### config.mk
export PLATFORM = sky130hd
export DESIGN_NAME = sac_adc_ctrl
export DESIGN_NICKNAME = d
export VERILOG_FILES = /design/src/pkg/sac_pkg.sv /design/src/rtl/sac_adc_ctrl.sv /design/src/rtl/sac_prescaler.sv
export SDC_FILE = /design/constraint.sdc
export NUM_CORES = 1
export LEC_CHECK = 0
export BUFFER_PORTS_ARGS = -buffer_cell sky130_fd_sc_hd__buf_2
export CAP_MARGIN = 20
export CORE_MARGIN = 2
export CORE_UTILIZATION = 57
export CTS_CLUSTER_DIAMETER = 50
export DETAILED_ROUTE_END_ITERATION = 16
export PLACE_DENSITY = 0.85
export SYNTH_ARGS = -nofsm -noshare
export SYNTH_HDL_FRONTEND = slang
export SYNTH_SLANG_ARGS = --single-unit
### constraint.sdc
create_clock -name clk_in -period 3.9 [get_ports clk_in]
set_input_delay 0.39 -clock clk_in [delete_from_list [all_inputs] [get_ports clk_in]]
set_output_delay 0.39 -clock clk_in [all_outputs]
set_load 0.05 [all_outputs]
### src/pkg/sac_pkg.sv
// Shared constants for the converter control block: register map,
// field positions, reset values, format codes and conversion timing.
// Assumes a 32-bit APB with byte addresses and one word per register.
package sac_pkg;

    // ------------------------------------------------------------
    // Register map
    // ------------------------------------------------------------
    localparam int SAC_AW = 8;
    localparam logic [SAC_AW-1:0] SAC_OFS_CTRL = 8'h00;
    localparam logic [SAC_AW-1:0] SAC_OFS_RHI = 8'h04;
    localparam logic [SAC_AW-1:0] SAC_OFS_RLO = 8'h08;
    localparam logic [SAC_AW-1:0] SAC_OFS_CLK = 8'h0c;

    // ------------------------------------------------------------
    // Field positions
    // ------------------------------------------------------------
    localparam int SAC_CTRL_CH_LSB = 0;
    localparam int SAC_CTRL_CONT = 5;
    localparam int SAC_CTRL_IEN = 6;
    localparam int SAC_CTRL_DONE = 7;
    localparam int SAC_CLK_FMT_LSB = 2;
    localparam int SAC_CLK_SRC = 4;
    localparam int SAC_CLK_DIV_LSB = 5;

    // ------------------------------------------------------------
    // Channel codes and reset values
    // ------------------------------------------------------------
    localparam logic [4:0] SAC_CH_LAST = 5'h17;
    localparam logic [4:0] SAC_CH_UPREF = 5'h1d;
    localparam logic [4:0] SAC_CH_LOREF = 5'h1e;
    localparam logic [4:0] SAC_CH_OFF = 5'h1f;
    localparam logic [4:0] SAC_CH_RST = 5'h1f;
    localparam logic [2:0] SAC_DIV_RST = 3'h0;
    localparam logic SAC_SRC_RST = 1'b0;

    // ------------------------------------------------------------
    // Result formats
    // ------------------------------------------------------------
    localparam logic [1:0] SAC_FMT_LEFT = 2'h0;
    localparam logic [1:0] SAC_FMT_RIGHT = 2'h1;
    localparam logic [1:0] SAC_FMT_SIGNED = 2'h2;
    localparam logic [1:0] SAC_FMT_TRUNC = 2'h3;

    // ------------------------------------------------------------
    // Conversion timing, in converter clock ticks
    // ------------------------------------------------------------
    localparam logic [4:0] SAC_CONV_TICKS = 5'h11;
    localparam logic [4:0] SAC_SAMPLE_BEG = 5'h01;
    localparam logic [4:0] SAC_SAMPLE_END = 5'h02;
    localparam logic [9:0] SAC_SAR_MSB = 10'h200;
    localparam logic [9:0] SAC_FULL_SCALE = 10'h3ff;

    typedef enum logic [2:0] {
        SAC_IDLE = 3'b001,
        SAC_RUN = 3'b010,
        SAC_HALT = 3'b100
    } sac_state_t;

endpackage : sac_pkg

### src/rtl/sac_adc_ctrl.sv
// Conversion control for a 10-bit successive-approximation converter.
// Assumes an APB master, an analog core that compares the selected
// input with the trial code, and stop mode as a synchronous level.
//
// The APB slave port and the register addresses are this design's own decisions.
`timescale 1ns/100ps

// Notes on behaviour
// - Comparator always high gives 3ff, always low gives 000.
// - Control write starts a conversion of 16 to 17 converter clocks.
// - Continuous mode overwrites the result, read or not, unless an interlocked high read locked it.
// - Continuous mode restarts until the continuous bit is cleared.
// - Done flag sets at conversion end, clears on data read.
// - Single mode does one conversion per control write, then idles.
// - Two format bits in clock register choose one of four formats.
// - Left format: top eight bits high, two low bits low.
// - Interlocked formats: read low after high; new results refused.
// - Right format: top two bits high, low eight bits low.
// - Signed format: left layout with result top bit inverted.
// - Truncation format: top eight bits in low, no interlock.
// - Interrupt enabled: request raised after each conversion whose result is stored.
// - Interrupt enabled: done flag is not set.
// - Converting continues in wait; request can wake the processor.
// - Stop mode makes the block inactive and aborts conversion.
// - After stop, conversions resume; first only settles analog.
// - One of 24 input channels is selected by the multiplexer.
// - Done flag read-only, cleared by data read; zero if enabled.
// - Code 1f powers off, 1d upper, 1e lower, 00-17 channels.
// - In interlocked formats, reading high freezes the low register until low is read.
// - Request cleared by data read or control write.
module sac_adc_ctrl
    import sac_pkg::*;
(
    input wire logic clk_in,
    input wire logic rst_b_in,
    input wire logic psel_in,
    input wire logic penable_in,
    input wire logic pwrite_in,
    input wire logic [SAC_AW-1:0] paddr_in,
    input wire logic [31:0] pwdata_in,
    output logic [31:0] prdata_out,
    output logic pready_out,
    output logic pslverr_out,
    input wire logic osc_tick_in,
    input wire logic stop_mode_in,
    input wire logic comparator_in,
    output logic [4:0] channel_out,
    output logic power_on_out,
    output logic sample_out,
    output logic [9:0] trial_code_out,
    output logic irq_out
);
    // ------------------------------------------------------------
    // State
    // ------------------------------------------------------------
    typedef struct packed {
        sac_state_t st;
        logic [4:0] cnt;
        logic [9:0] sar;
        logic [9:0] bitm;
        logic [9:0] res;
        logic lock;
        logic done;
        logic irq;
        logic settle;
        logic resume;
        logic stop;
        logic [4:0] chan;
        logic cont;
        logic ien;
        logic [2:0] div;
        logic src;
        logic [1:0] fmt;
        logic pwr;
        logic smp;
        logic [31:0] prdata;
        logic pready;
        logic pslverr;
        logic [9:0] runc;
    } sac_regs_t;

    sac_regs_t s_q;
    sac_regs_t s_d;

    logic tick;
    logic acc;
    logic cap;
    logic xfer;
    logic hit;
    logic wr_ctrl;
    logic wr_clk;
    logic rd_hi;
    logic rd_lo;
    logic conv_end;
    logic conv_fin;
    logic ilock;
    logic store_ok;
    logic [9:0] nb;
    logic [7:0] rhi;
    logic [7:0] rlo;
    logic [4:0] divn;

    sac_prescaler sac_prescaler_i (
        .clk_in(clk_in),
        .rst_b_in(rst_b_in),
        .src_bus_in(s_q.src),
        .osc_tick_in(osc_tick_in),
        .div_sel_in(s_q.div),
        .tick_out(tick)
    );

    // ------------------------------------------------------------
    // Bus decode
    // ------------------------------------------------------------
    // One wait state: data and read side effects land on first access
    assign acc = psel_in & penable_in;
    assign cap = acc & ~s_q.pready;
    assign xfer = acc & s_q.pready;
    assign hit = (paddr_in == SAC_OFS_CTRL) | (paddr_in == SAC_OFS_RHI) |
                 (paddr_in == SAC_OFS_RLO) | (paddr_in == SAC_OFS_CLK);
    assign wr_ctrl = xfer & pwrite_in & (paddr_in == SAC_OFS_CTRL);
    assign wr_clk = xfer & pwrite_in & (paddr_in == SAC_OFS_CLK);
    assign rd_hi = cap & ~pwrite_in & (paddr_in == SAC_OFS_RHI);
    assign rd_lo = cap & ~pwrite_in & (paddr_in == SAC_OFS_RLO);

    // ------------------------------------------------------------
    // Result formatting
    // ------------------------------------------------------------
    assign ilock = (s_q.fmt != SAC_FMT_TRUNC);
    assign rhi = (s_q.fmt == SAC_FMT_RIGHT) ? {6'h00, s_q.res[9:8]} :
                 (s_q.fmt == SAC_FMT_TRUNC) ? 8'h00 :
                 {s_q.res[9] ^ (s_q.fmt == SAC_FMT_SIGNED),
                  s_q.res[8:2]};
    assign rlo = (s_q.fmt == SAC_FMT_RIGHT) ? s_q.res[7:0] :
                 (s_q.fmt == SAC_FMT_TRUNC) ? s_q.res[9:2] :
                 {s_q.res[1:0], 6'h00};

    // ------------------------------------------------------------
    // Conversion events
    // ------------------------------------------------------------
    assign conv_end = (s_q.st == SAC_RUN) & tick &
                      (s_q.cnt == SAC_CONV_TICKS - 5'h01);
    // A control write in the same cycle aborts the finishing conversion
    assign conv_fin = conv_end & ~wr_ctrl;
    assign store_ok = ~(s_q.lock & ilock);
    assign nb = s_q.bitm >> 1;
    assign divn = s_q.div[2] ? 5'h10 : (5'h01 << s_q.div[1:0]);

    always_comb begin
        s_d = s_q;
        s_d.runc = s_q.runc + 10'h001;

        // Bus answer
        s_d.pready = cap;
        s_d.pslverr = cap & ~hit;
        s_d.prdata = 32'h0000_0000;
        if (cap && !pwrite_in) begin
            if (paddr_in == SAC_OFS_CTRL) begin
                s_d.prdata[SAC_CTRL_CH_LSB +: 5] = s_q.chan;
                s_d.prdata[SAC_CTRL_CONT] = s_q.cont;
                s_d.prdata[SAC_CTRL_IEN] = s_q.ien;
                s_d.prdata[SAC_CTRL_DONE] = s_q.done & ~s_q.ien;
            end else if (paddr_in == SAC_OFS_RHI) begin
                s_d.prdata[7:0] = rhi;
            end else if (paddr_in == SAC_OFS_RLO) begin
                s_d.prdata[7:0] = rlo;
            end else if (paddr_in == SAC_OFS_CLK) begin
                s_d.prdata[SAC_CLK_FMT_LSB +: 2] = s_q.fmt;
                s_d.prdata[SAC_CLK_SRC] = s_q.src;
                s_d.prdata[SAC_CLK_DIV_LSB +: 3] = s_q.div;
            end
        end

        // Read side effects
        if (rd_hi && ilock) begin
            s_d.lock = 1'b1;
        end
        if (rd_lo) begin
            s_d.lock = 1'b0;
        end
        if (rd_hi || rd_lo) begin
            s_d.done = 1'b0;
            s_d.irq = 1'b0;
        end

        // Conversion sequencer
        case (s_q.st)
            SAC_IDLE: begin
                s_d.st = SAC_IDLE;
            end
            SAC_RUN: begin
                if (tick) begin
                    s_d.cnt = s_q.cnt + 5'h01;
                    if (s_q.cnt == SAC_SAMPLE_END) begin
                        s_d.sar = SAC_SAR_MSB;
                        s_d.bitm = SAC_SAR_MSB;
                    end else if (s_q.bitm != 10'h000) begin
                        // Keep the trial bit only while input >= trial
                        s_d.sar = (comparator_in ? s_q.sar :
                                   s_q.sar & ~s_q.bitm) | nb;
                        s_d.bitm = nb;
                    end
                end
                if (conv_fin) begin
                    s_d.cnt = 5'h00;
                    s_d.runc = 10'h000;
                    if (s_q.settle) begin
                        // Settling pass: result thrown away, go again
                        s_d.settle = 1'b0;
                    end else begin
                        if (store_ok) begin
                            s_d.res = s_q.sar;
                            if (s_q.ien) begin
                                s_d.irq = 1'b1;
                            end else begin
                                s_d.done = 1'b1;
                            end
                        end
                        if (!s_q.cont) begin
                            s_d.st = SAC_IDLE;
                        end else begin
                            s_d.st = SAC_RUN;
                        end
                    end
                end
            end
            SAC_HALT: begin
                if (!stop_mode_in) begin
                    s_d.st = s_q.resume ? SAC_RUN : SAC_IDLE;
                    s_d.settle = 1'b1;
                    s_d.cnt = 5'h00;
                    s_d.runc = 10'h000;
                end
            end
            default: begin
                s_d.st = SAC_IDLE;
            end
        endcase

        // Register writes
        if (wr_ctrl) begin
            s_d.chan = pwdata_in[SAC_CTRL_CH_LSB +: 5];
            s_d.cont = pwdata_in[SAC_CTRL_CONT];
            s_d.ien = pwdata_in[SAC_CTRL_IEN];
            s_d.irq = 1'b0;
            s_d.cnt = 5'h00;
            s_d.runc = 10'h000;
            if (s_d.chan == SAC_CH_OFF) begin
                s_d.st = SAC_IDLE;
                s_d.settle = 1'b1;
            end else begin
                s_d.st = SAC_RUN;
            end
        end
        if (wr_clk) begin
            s_d.fmt = pwdata_in[SAC_CLK_FMT_LSB +: 2];
            s_d.src = pwdata_in[SAC_CLK_SRC];
            s_d.div = pwdata_in[SAC_CLK_DIV_LSB +: 3];
        end

        // Stop overrides everything; the pending work is remembered
        s_d.stop = stop_mode_in;
        if (stop_mode_in) begin
            if (!s_q.stop) begin
                s_d.resume = (s_d.st == SAC_RUN) | s_d.cont;
            end
            s_d.st = SAC_HALT;
            s_d.cnt = 5'h00;
            s_d.bitm = 10'h000;
        end

        // Analog core controls
        s_d.pwr = (s_d.chan != SAC_CH_OFF) & ~stop_mode_in;
        s_d.smp = (s_d.st == SAC_RUN) & (s_d.cnt >= SAC_SAMPLE_BEG) &
                  (s_d.cnt <= SAC_SAMPLE_END);
    end

    always_ff @(posedge clk_in) begin
        if (!rst_b_in) begin
            s_q <= '0;
            s_q.st <= SAC_IDLE;
            s_q.chan <= SAC_CH_RST;
            s_q.div <= SAC_DIV_RST;
            s_q.src <= SAC_SRC_RST;
            s_q.settle <= 1'b1;
        end else begin
            s_q <= s_d;
        end
    end

    // ------------------------------------------------------------
    // Outputs
    // ------------------------------------------------------------
    assign prdata_out = s_q.prdata;
    assign pready_out = s_q.pready;
    assign pslverr_out = s_q.pslverr;
    assign channel_out = s_q.chan;
    assign power_on_out = s_q.pwr;
    assign sample_out = s_q.smp;
    assign trial_code_out = s_q.sar;
    // Not gated by wait mode, so it can wake the processor
    assign irq_out = s_q.irq;
endmodule : sac_adc_ctrl

### src/rtl/sac_prescaler.sv
// Converter clock prescaler: turns the selected source into a tick.
// Assumes the oscillator tick input is a one-cycle pulse on clk_in.
`timescale 1ns/100ps
module sac_prescaler
    import sac_pkg::*;
(
    input wire logic clk_in,
    input wire logic rst_b_in,
    input wire logic src_bus_in,
    input wire logic osc_tick_in,
    input wire logic [2:0] div_sel_in,
    output logic tick_out
);
    typedef struct packed {
        logic [3:0] cnt;
    } sac_psc_t;

    sac_psc_t s_q;
    sac_psc_t s_d;
    logic src_ev;
    logic [3:0] lim;

    assign src_ev = src_bus_in ? 1'b1 : osc_tick_in;
    // Divide by 1, 2, 4, 8, or 16 for any code with the top bit set
    assign lim = div_sel_in[2] ? 4'hf :
                 div_sel_in[1] ? (div_sel_in[0] ? 4'h7 : 4'h3) :
                 {3'h0, div_sel_in[0]};
    assign tick_out = src_ev & (s_q.cnt == lim);

    always_comb begin
        s_d = s_q;
        if (src_ev) begin
            // A shrinking divider restarts the count, never skips past it
            s_d.cnt = (s_q.cnt >= lim) ? 4'h0 : s_q.cnt + 4'h1;
        end
    end

    always_ff @(posedge clk_in) begin
        if (!rst_b_in) begin
            s_q <= '0;
        end else begin
            s_q <= s_d;
        end
    end

endmodule : sac_prescaler

After elaboration in Yosys (flattened, before gate mapping)
Cells that the tools add are included.

word-level totals
  register bits after elaboration = 97
  bits of input ports = 48
  output and inout bits = 52

cells by class
  $add $sub $neg = 2
  order comparisons = 3
  eq/ne operators = 16
  muxes and demuxes = 40
  bitwise logic cells = 37
  reduce and logical (&&, ||, !) cells = 14

operator list
  cell                count
  $mux 8              10
  $mux 20             2
  $mux 25             1
  $and 1x1->1         19
  $eq 8x4->1 const B  2
  $mux 2              8
  $mux 4              3
  $mux 6              2
  $and 10x10->10      1
  $eq 5x5->1 const B  2
  $mux 10             1
  $not 1->1           10
  $not 10->10         1
  $or 10x9->10        1
  $pmux 5 s2          1
  $reduce_bool 10->1  1
  $eq 3x2->1 const B  3
  $mux 3              3
  $eq 8x3->1 const B  1
  $logic_not 8->1     1
  $mux 7              1
  $mux 1              6
  $pmux 3 s2          1
  $reduce_or 2->1     3
  22 further kinds    28

Depth between registers and ports, before layout
Gate-level depths: netlist of run 1.

  depth in word-level cells = 15
  depth in mapped cells = 9
  gate-level depth less buffers = 8

Cells and area by module
A second synthesis of run 1 with hierarchy kept.

unflattened totals
  cells, all modules = 458
  area, all modules = 3960.0 µm²

by module, submodules not included
  module         instances  cells each  area each (µm²)  sequential area each (µm²)
  sac_adc_ctrl   1          419         3626.0           1381.3
  sac_prescaler  1          39          334.1            80.1

Worst setup path before layout of run 1
No wires, ideal clock.

  path type = reg-to-reg
  start = register s_q[49] (netlist bit)
  end = register s_q[66] (netlist bit)
  library setup time = 0.128 ns
  arrival = 2.075 ns
  setup slack = 1.697 ns
  cell stages (with the launch flop) = 9
  path buffers = 1
  cell sequence = dfxtp_1 or3_1 ha_1 and4_1 nand3_1 a2111oi_4 buf_6 mux2i_1 nor2_1

on the way
  word-level cells in the longest chain between the ends = 9

RTL lines
  element                       line                 text
  from (decl)                   sac_adc_ctrl.sv:82   sac_regs_t s_q;
  $mux 3                        sac_prescaler.sv:26  div_sel_in[1] ? (div_sel_in[0] ? 4'h7 : 4'h3) :
  $mux 4 *                      sac_prescaler.sv:26
  $mux 4 *                      sac_prescaler.sv:25  assign lim = div_sel_in[2] ? 4'hf :
  $eq 4x4->1 *                  sac_prescaler.sv:28  assign tick_out = src_ev & (s_q.cnt == lim);
  $and 1x1->1 *                 sac_prescaler.sv:28
  $and 1x1->1 * (2 in a row)    sac_adc_ctrl.sv:141  assign conv_end = (s_q.st == SAC_RUN) & tick &
  $and 1x1->1 *                 sac_adc_ctrl.sv:144  assign conv_fin = conv_end & ~wr_ctrl;
  $reduce_and 4->1 (no line) *  --

Every way passes the cells marked *; elsewhere a longest branch is shown, timed or not.
A chain may end at the register's enable or synchronous reset.

Final worst setup path of run 1
  start = register s_q[49] (netlist bit)
  end = register s_q[74] (netlist bit)

Same word-level chain as after synthesis.

==> impl_metrics.ini, run 1 <==
[grt]
antenna_found_initial = 0
overflow = 0
grt_pass1_wl_um = 13500
grt_max_degree = 28
grt_pass1_vias = 2888
grt_util_all_layers_pct = 22.92

[setup_path]
crit_type = flop to flop
critPathBufInv = 1
regToRegStartpoint = s_q[49]
arrival_ns = 3.00
r2r_end = s_q[74]
path_delay_family = simple AND/OR/NAND/NOR gates
cpPeakStageDelay_ns = 0.40
reg2reg_depth = 8
cp-end-kind = flop
path_cells = or3_1 > ha_1 > and4_1 > nand3_1 > a2111oi_4 > buf_4 > mux2i_1 > nor2_1
r2r_slack_ns = 1.12
required_ns = 4.12
cp_slowest_cell = nand3_1
crit_fanout = 12
cp-start-kind = flop

[finish]
postLayoutCellArea_um2 = 3988
multi_input_area_um2 = 1887
drive_gt1_share_pct = 18.34
fill_cells = 527
finalNetCount = 520
postLayoutCoreUtil_pct = 62.80
num_antenna_cells = 0
ff_latch_area_um2 = 1461
area_delta_synth_final_pct = 6.056

[clock_network]
clockRootBuffer = clkbuf_8
cts_hold_buffers = 0
tritoncts = yes
cts_setup_buffers = 0
cts_max_path_buffers = 2
cts_resized = 0
insertion_delay_ns = 0.35
cts.clk_slew.worst_paths_ns = 0.08
htreeDepth = 3
cts_sinks = 73
cts_buffers = 9

[power_and_ir_drop]
ir_drop_mv = 0.2814
power.switching_fraction_pct = 25.92
clkPwrFrac_pct = 42.1
p_int_uw = 1104
leakage_uw = 0.001606
seq_power_share_pct = 50.4
power_frac_comb_pct = 7.5
p_sw_uw = 386.3
p_per_area_nw_per_um2 = 373.7

[place]
place.gp.congestion = 0.9024
io_buffers = 51
place_hpwl_um = 5831
place_area_um2 = 3775

[min_path]
min_path_type = primary input to flop
hold_path_end = s_q[51]
holdPathStages = 3
holdCritStartpoint = pwdata_in[7]

[detailed_routing]
drc = 0
antenna_left = 0
drtIter0Drc = 137
dr.pass1.iters = 5
routedWlPerCell_um = 15.06
via_per_inst = 5.832
vias = 3184
wl_um = 8224

[sta]
finalSetupViolations = 0
drv_slew = 0
rsz0062_at_grt = no
worstMarginPinSlew_ns = 0.8207
max_freq_mhz = 359.1
slew_headroom_pct = 44.51
fin_crit_sh_pct = 71.40
setup_tns_ns = 0
finalHoldViolCount = 0
min_period_ns = 2.785
skew_ns = 0.01173

[floorplan]
io_pins = 100
core_um2 = 6350
initial_utilization_pct = 59.21
die_area_um2 = 7262
die_w_um = 85.22
row_count = 29
die_h_um = 85.22

[logic_synthesis]
synth_edf_count = 0
synth_common_cells = dfxtp_1, nor2_1, buf_4
async_flop_share_pct = 0
ys_seq_area_share_pct = 38.87
netlist_area_um2 = 3760
synth_flop_cell = dfxtp_1
yosys_warnings = 0
synth_top_area_share_pct = 38.87
avgSynthCellArea_um2 = 8.545
synth_top_cell_by_area = dfxtp_1
synthDistinctLibCells = 59
synth.most_common_cell = dfxtp_1
synth_cells = 440
synth.area.top_cells = dfxtp_1, buf_4, nor2_1
ys_ff_latch = 73

[run]
maxCapViolCount = 0

[status]
status = complete, no violations
## placed cells by master (no fill, tap or decap), types with 4 or more instances in the layout
cell type,instances
a32oi_1,5
mux2i_1,18
conb_1,24
clkbuf_8,11
dfxtp_1,73
nand3_1,14
and3_1,6
nand2_1,39
o21ai_0,20
a21oi_1,29
a22oi_1,5
a211oi_1,4
nand4_1,7
a22o_1,7
a222oi_1,4
nor3_1,7
inv_1,15
ha_1,8
nor2_1,55
buf_2,51
## logic make-up after synthesis
| group | count (synthesis) | synth area share, % |
|---|---|---|
| simple gates | 167 | 23.33 |
| compound gates | 90 | 16.07 |
| buf+inv | 79 | 13.24 |
| flops | 73 | 38.87 |
| mux | 18 | 4.792 |
| fa+ha+maj | 8 | 2.662 |
| xor+xnor | 4 | 0.9320 |
| other cells | 1 | 0.09974 |
## per-layer routing
layer | vias up | track usage, % | wire [um]
met3 | 23 | 4.280 | 549
met1 | 1498 | 29.16 | 3552
met2 | 135 | 37.29 | 3874
met4 | 0 | 11.40 | 247
li1 | 1528 | - | -
met5 | - | 0 | 0
## worst max path at each step
stage | to | start | depth (start not counted)
after detailed placement | s_q[74] | s_q[49] | 8
after floorplan | s_q[66] | s_q[49] | 8
after CTS | s_q[74] | s_q[49] | 8
final | s_q[74] | s_q[49] | 8
after global placement | sample_out | s_q[49] | 8
after global routing | s_q[74] | s_q[50] | 8
## power by group through the flow
stage	clock, uW	combinational (uW)	sequential, uW
after floorplan	0	102	772
after global placement	0	109	769
after detailed placement	0	110	769
after CTS	629	110	752
after global routing	659	118	752
final	627	112	752
## tightest hold or removal path, cell delays in order
cell and delay, ns:
buf_2 0.07, mux2i_1 0.05, nor2_1 0.07
## flip-flops by register name (all words and copies together) (netlist names)
| name | flops |
|---|---|
| trial_code_out | 10 |
| sac_prescaler_i.s_q | 4 |
| power_on_out | 1 |
| s_q | 32 |
| pslverr_out | 1 |
| channel_out | 5 |
| pready_out | 1 |
| prdata_out | 8 |
| sample_out | 1 |
| irq_out | 1 |
| nb | 9 |
## final cells by class
| type | count | area share (%) |
|---|---|---|
| Tap cell | 77 | 2.416 |
| Timing Repair Buffer | 53 | 6.778 |
| Multi-Input combinational cell | 311 | 47.32 |
| Sequential cell | 73 | 36.65 |
| Clock inverter | 5 | 1.537 |
| Inverter | 16 | 1.506 |
| Clock buffer | 11 | 3.797 |
## metrics by stage
stage / hold WS [ns] / power, uW / setup WS (ns) / std cells
floorplan: 0.4436 / 873.6 / 1.697 / 463
global placement: 0.4715 / 877.5 / 1.213 / 530
detailed placement: 0.4764 / 879.2 / 1.165 / 530
CTS: 0.2735 / 1491 / 1.124 / 546
global route: 0.2864 / 1529 / 0.9270 / 546
finish: 0.2716 / 1490 / 1.115 / 546
Note: power is estimated with default switching activity, not from simulation.
==> run 2, diff against run 1 <==
- CORE_UTILIZATION: 57 -> 48
- PLACE_DENSITY: 0.85 -> 0.77
- clock period: 3.9 -> 2.5 ns (I/O delays scaled with it)
==> impl_metrics.ini, run 2 (synthesis results as in run 1) <==
[status]
status = complete, no violations

[sta]
setup_tns_ns = 0
finalHoldViolCount = 0
drv_slew = 0
min_period_ns = 2.346
skew_ns = 0.01279
finalSetupViolations = 0
max_freq_mhz = 426.3
fin_crit_sh_pct = 93.84
worstMarginPinSlew_ns = 0.6612
holdWs_ns = 0.1306
rsz0062_at_grt = no
slew_headroom_pct = 55.75

[setup_path]
crit_type = flop to flop
regToRegStartpoint = s_q[49]
required_ns = 2.75
arrival_ns = 2.60
crit_fanout = 5
cp-start-kind = flop
setup.worst_path.start = s_q[49]
cp-end-kind = flop

[detailed_routing]
routedWlPerCell_um = 14.45
drtIter0Drc = 259
drc = 0
vias = 3200
antenna_left = 0
wl_um = 8382
dr.pass1.iters = 5
via_per_inst = 5.517

[clock_network]
cts.clk_slew.worst_paths_ns = 0.08
insertion_delay_ns = 0.36
cts_max_path_buffers = 2
clockRootBuffer = clkbuf_8
cts_sinks = 73
htreeDepth = 3
tritoncts = yes
cts_buffers = 9

[grt]
grt_pass1_wl_um = 13410
antenna_found_initial = 0
grt_max_degree = 16
overflow = 0
grt_pass1_vias = 2831
grt_util_all_layers_pct = 19.81

[place]
io_buffers = 51
place.gp.congestion = 0.9077
place_hpwl_um = 6096

[finish]
largest_reg_flops = 32
num_antenna_cells = 0
layout_commonest_cell = dfxtp_1
layout_common_cells = dfxtp_1, nor2_1, buf_2
drive_gt1_share_pct = 20.29
regMostFlops = s_q
postLayoutCoreUtil_pct = 53.68
finalNetCount = 529
area_delta_synth_final_pct = 9.185

[floorplan]
die_h_um = 92.51
die_area_um2 = 8557
die_w_um = 92.51
core_um2 = 7647
row_count = 32
initial_utilization_pct = 49.17
io_pins = 100

[power_and_ir_drop]
total_power_uw = 2322
ir_drop_mv = 0.2274
p_per_area_nw_per_um2 = 565.7
leakage_uw = 0.001648

[run]
maxCapViolCount = 0

[min_path]
min_path_type = primary input to flop
holdCritStartpoint = pwdata_in[7]
[run 2: worst paths after layout]
check,slack (ns),cells after the start,to
worst max register to register,0.15,8,sample_out
worst max-delay path,0.15,8,sample_out
worst min register to register,0.49,2,s_q[75]
worst min-delay path,0.13,3,s_q[51]
[run 2: critical path: stages, from the launching register on]
cell and delay [ns]:
dfxtp_1 0.32, or3_1 0.38, ha_1 0.32, and4_1 0.23, nand3_2 0.15, or4_1 0.51, nand3_1 0.10, a211oi_1 0.06
and4_1 0.19
[run 2: stage by stage]
stage | instance area, um^2 | std cells | worst slack [ns]
6_report | 4105 | 580 | 0.1541
5_1_grt | 4105 | 580 | 0.02822
4_1_cts | 4088 | 579 | 0.09799
3_5_place_dp | 3879 | 563 | 0.1326
3_3_place_gp | 3879 | 563 | 0.1509
2_1_floorplan | 3846 | 463 | 0.2973
[run 2: metal layers]
metal	vias up	share of wire [%]	wire length (um)	track usage, %
li1	1552	-	-	-
met1	1495	44	3692	25.18
met2	136	47	3930	31.87
met3	17	6.2	523	5.207
met4	0	2.8	236	8.209
met5	-	0	0	0
[run 2: where the power goes]
part           switching (uW)  total, uW  internal (uW)
clock                     489        970            481
sequential               4.87       1170           1170
combinational             145        179           34.5
total                     639       2320           1680
[run 2: area by class of cell]
type                    instances  area (um^2)
clock buffers                   9        123.9
clock inverters                 7        85.08
fillers                       719         3542
inverters                      16        60.06
multi-input cells             311         1897
flip-flops and latches         73         1461
well taps                     102        127.6
repair buffers                 62        350.3
[run 2: repair_timing]
action / in CTS / in global routing
resized for setup: 0 / 2
hold buffers: 0 / 0
setup buffers: 0 / 1
setup endpoints to repair: 0 / 8
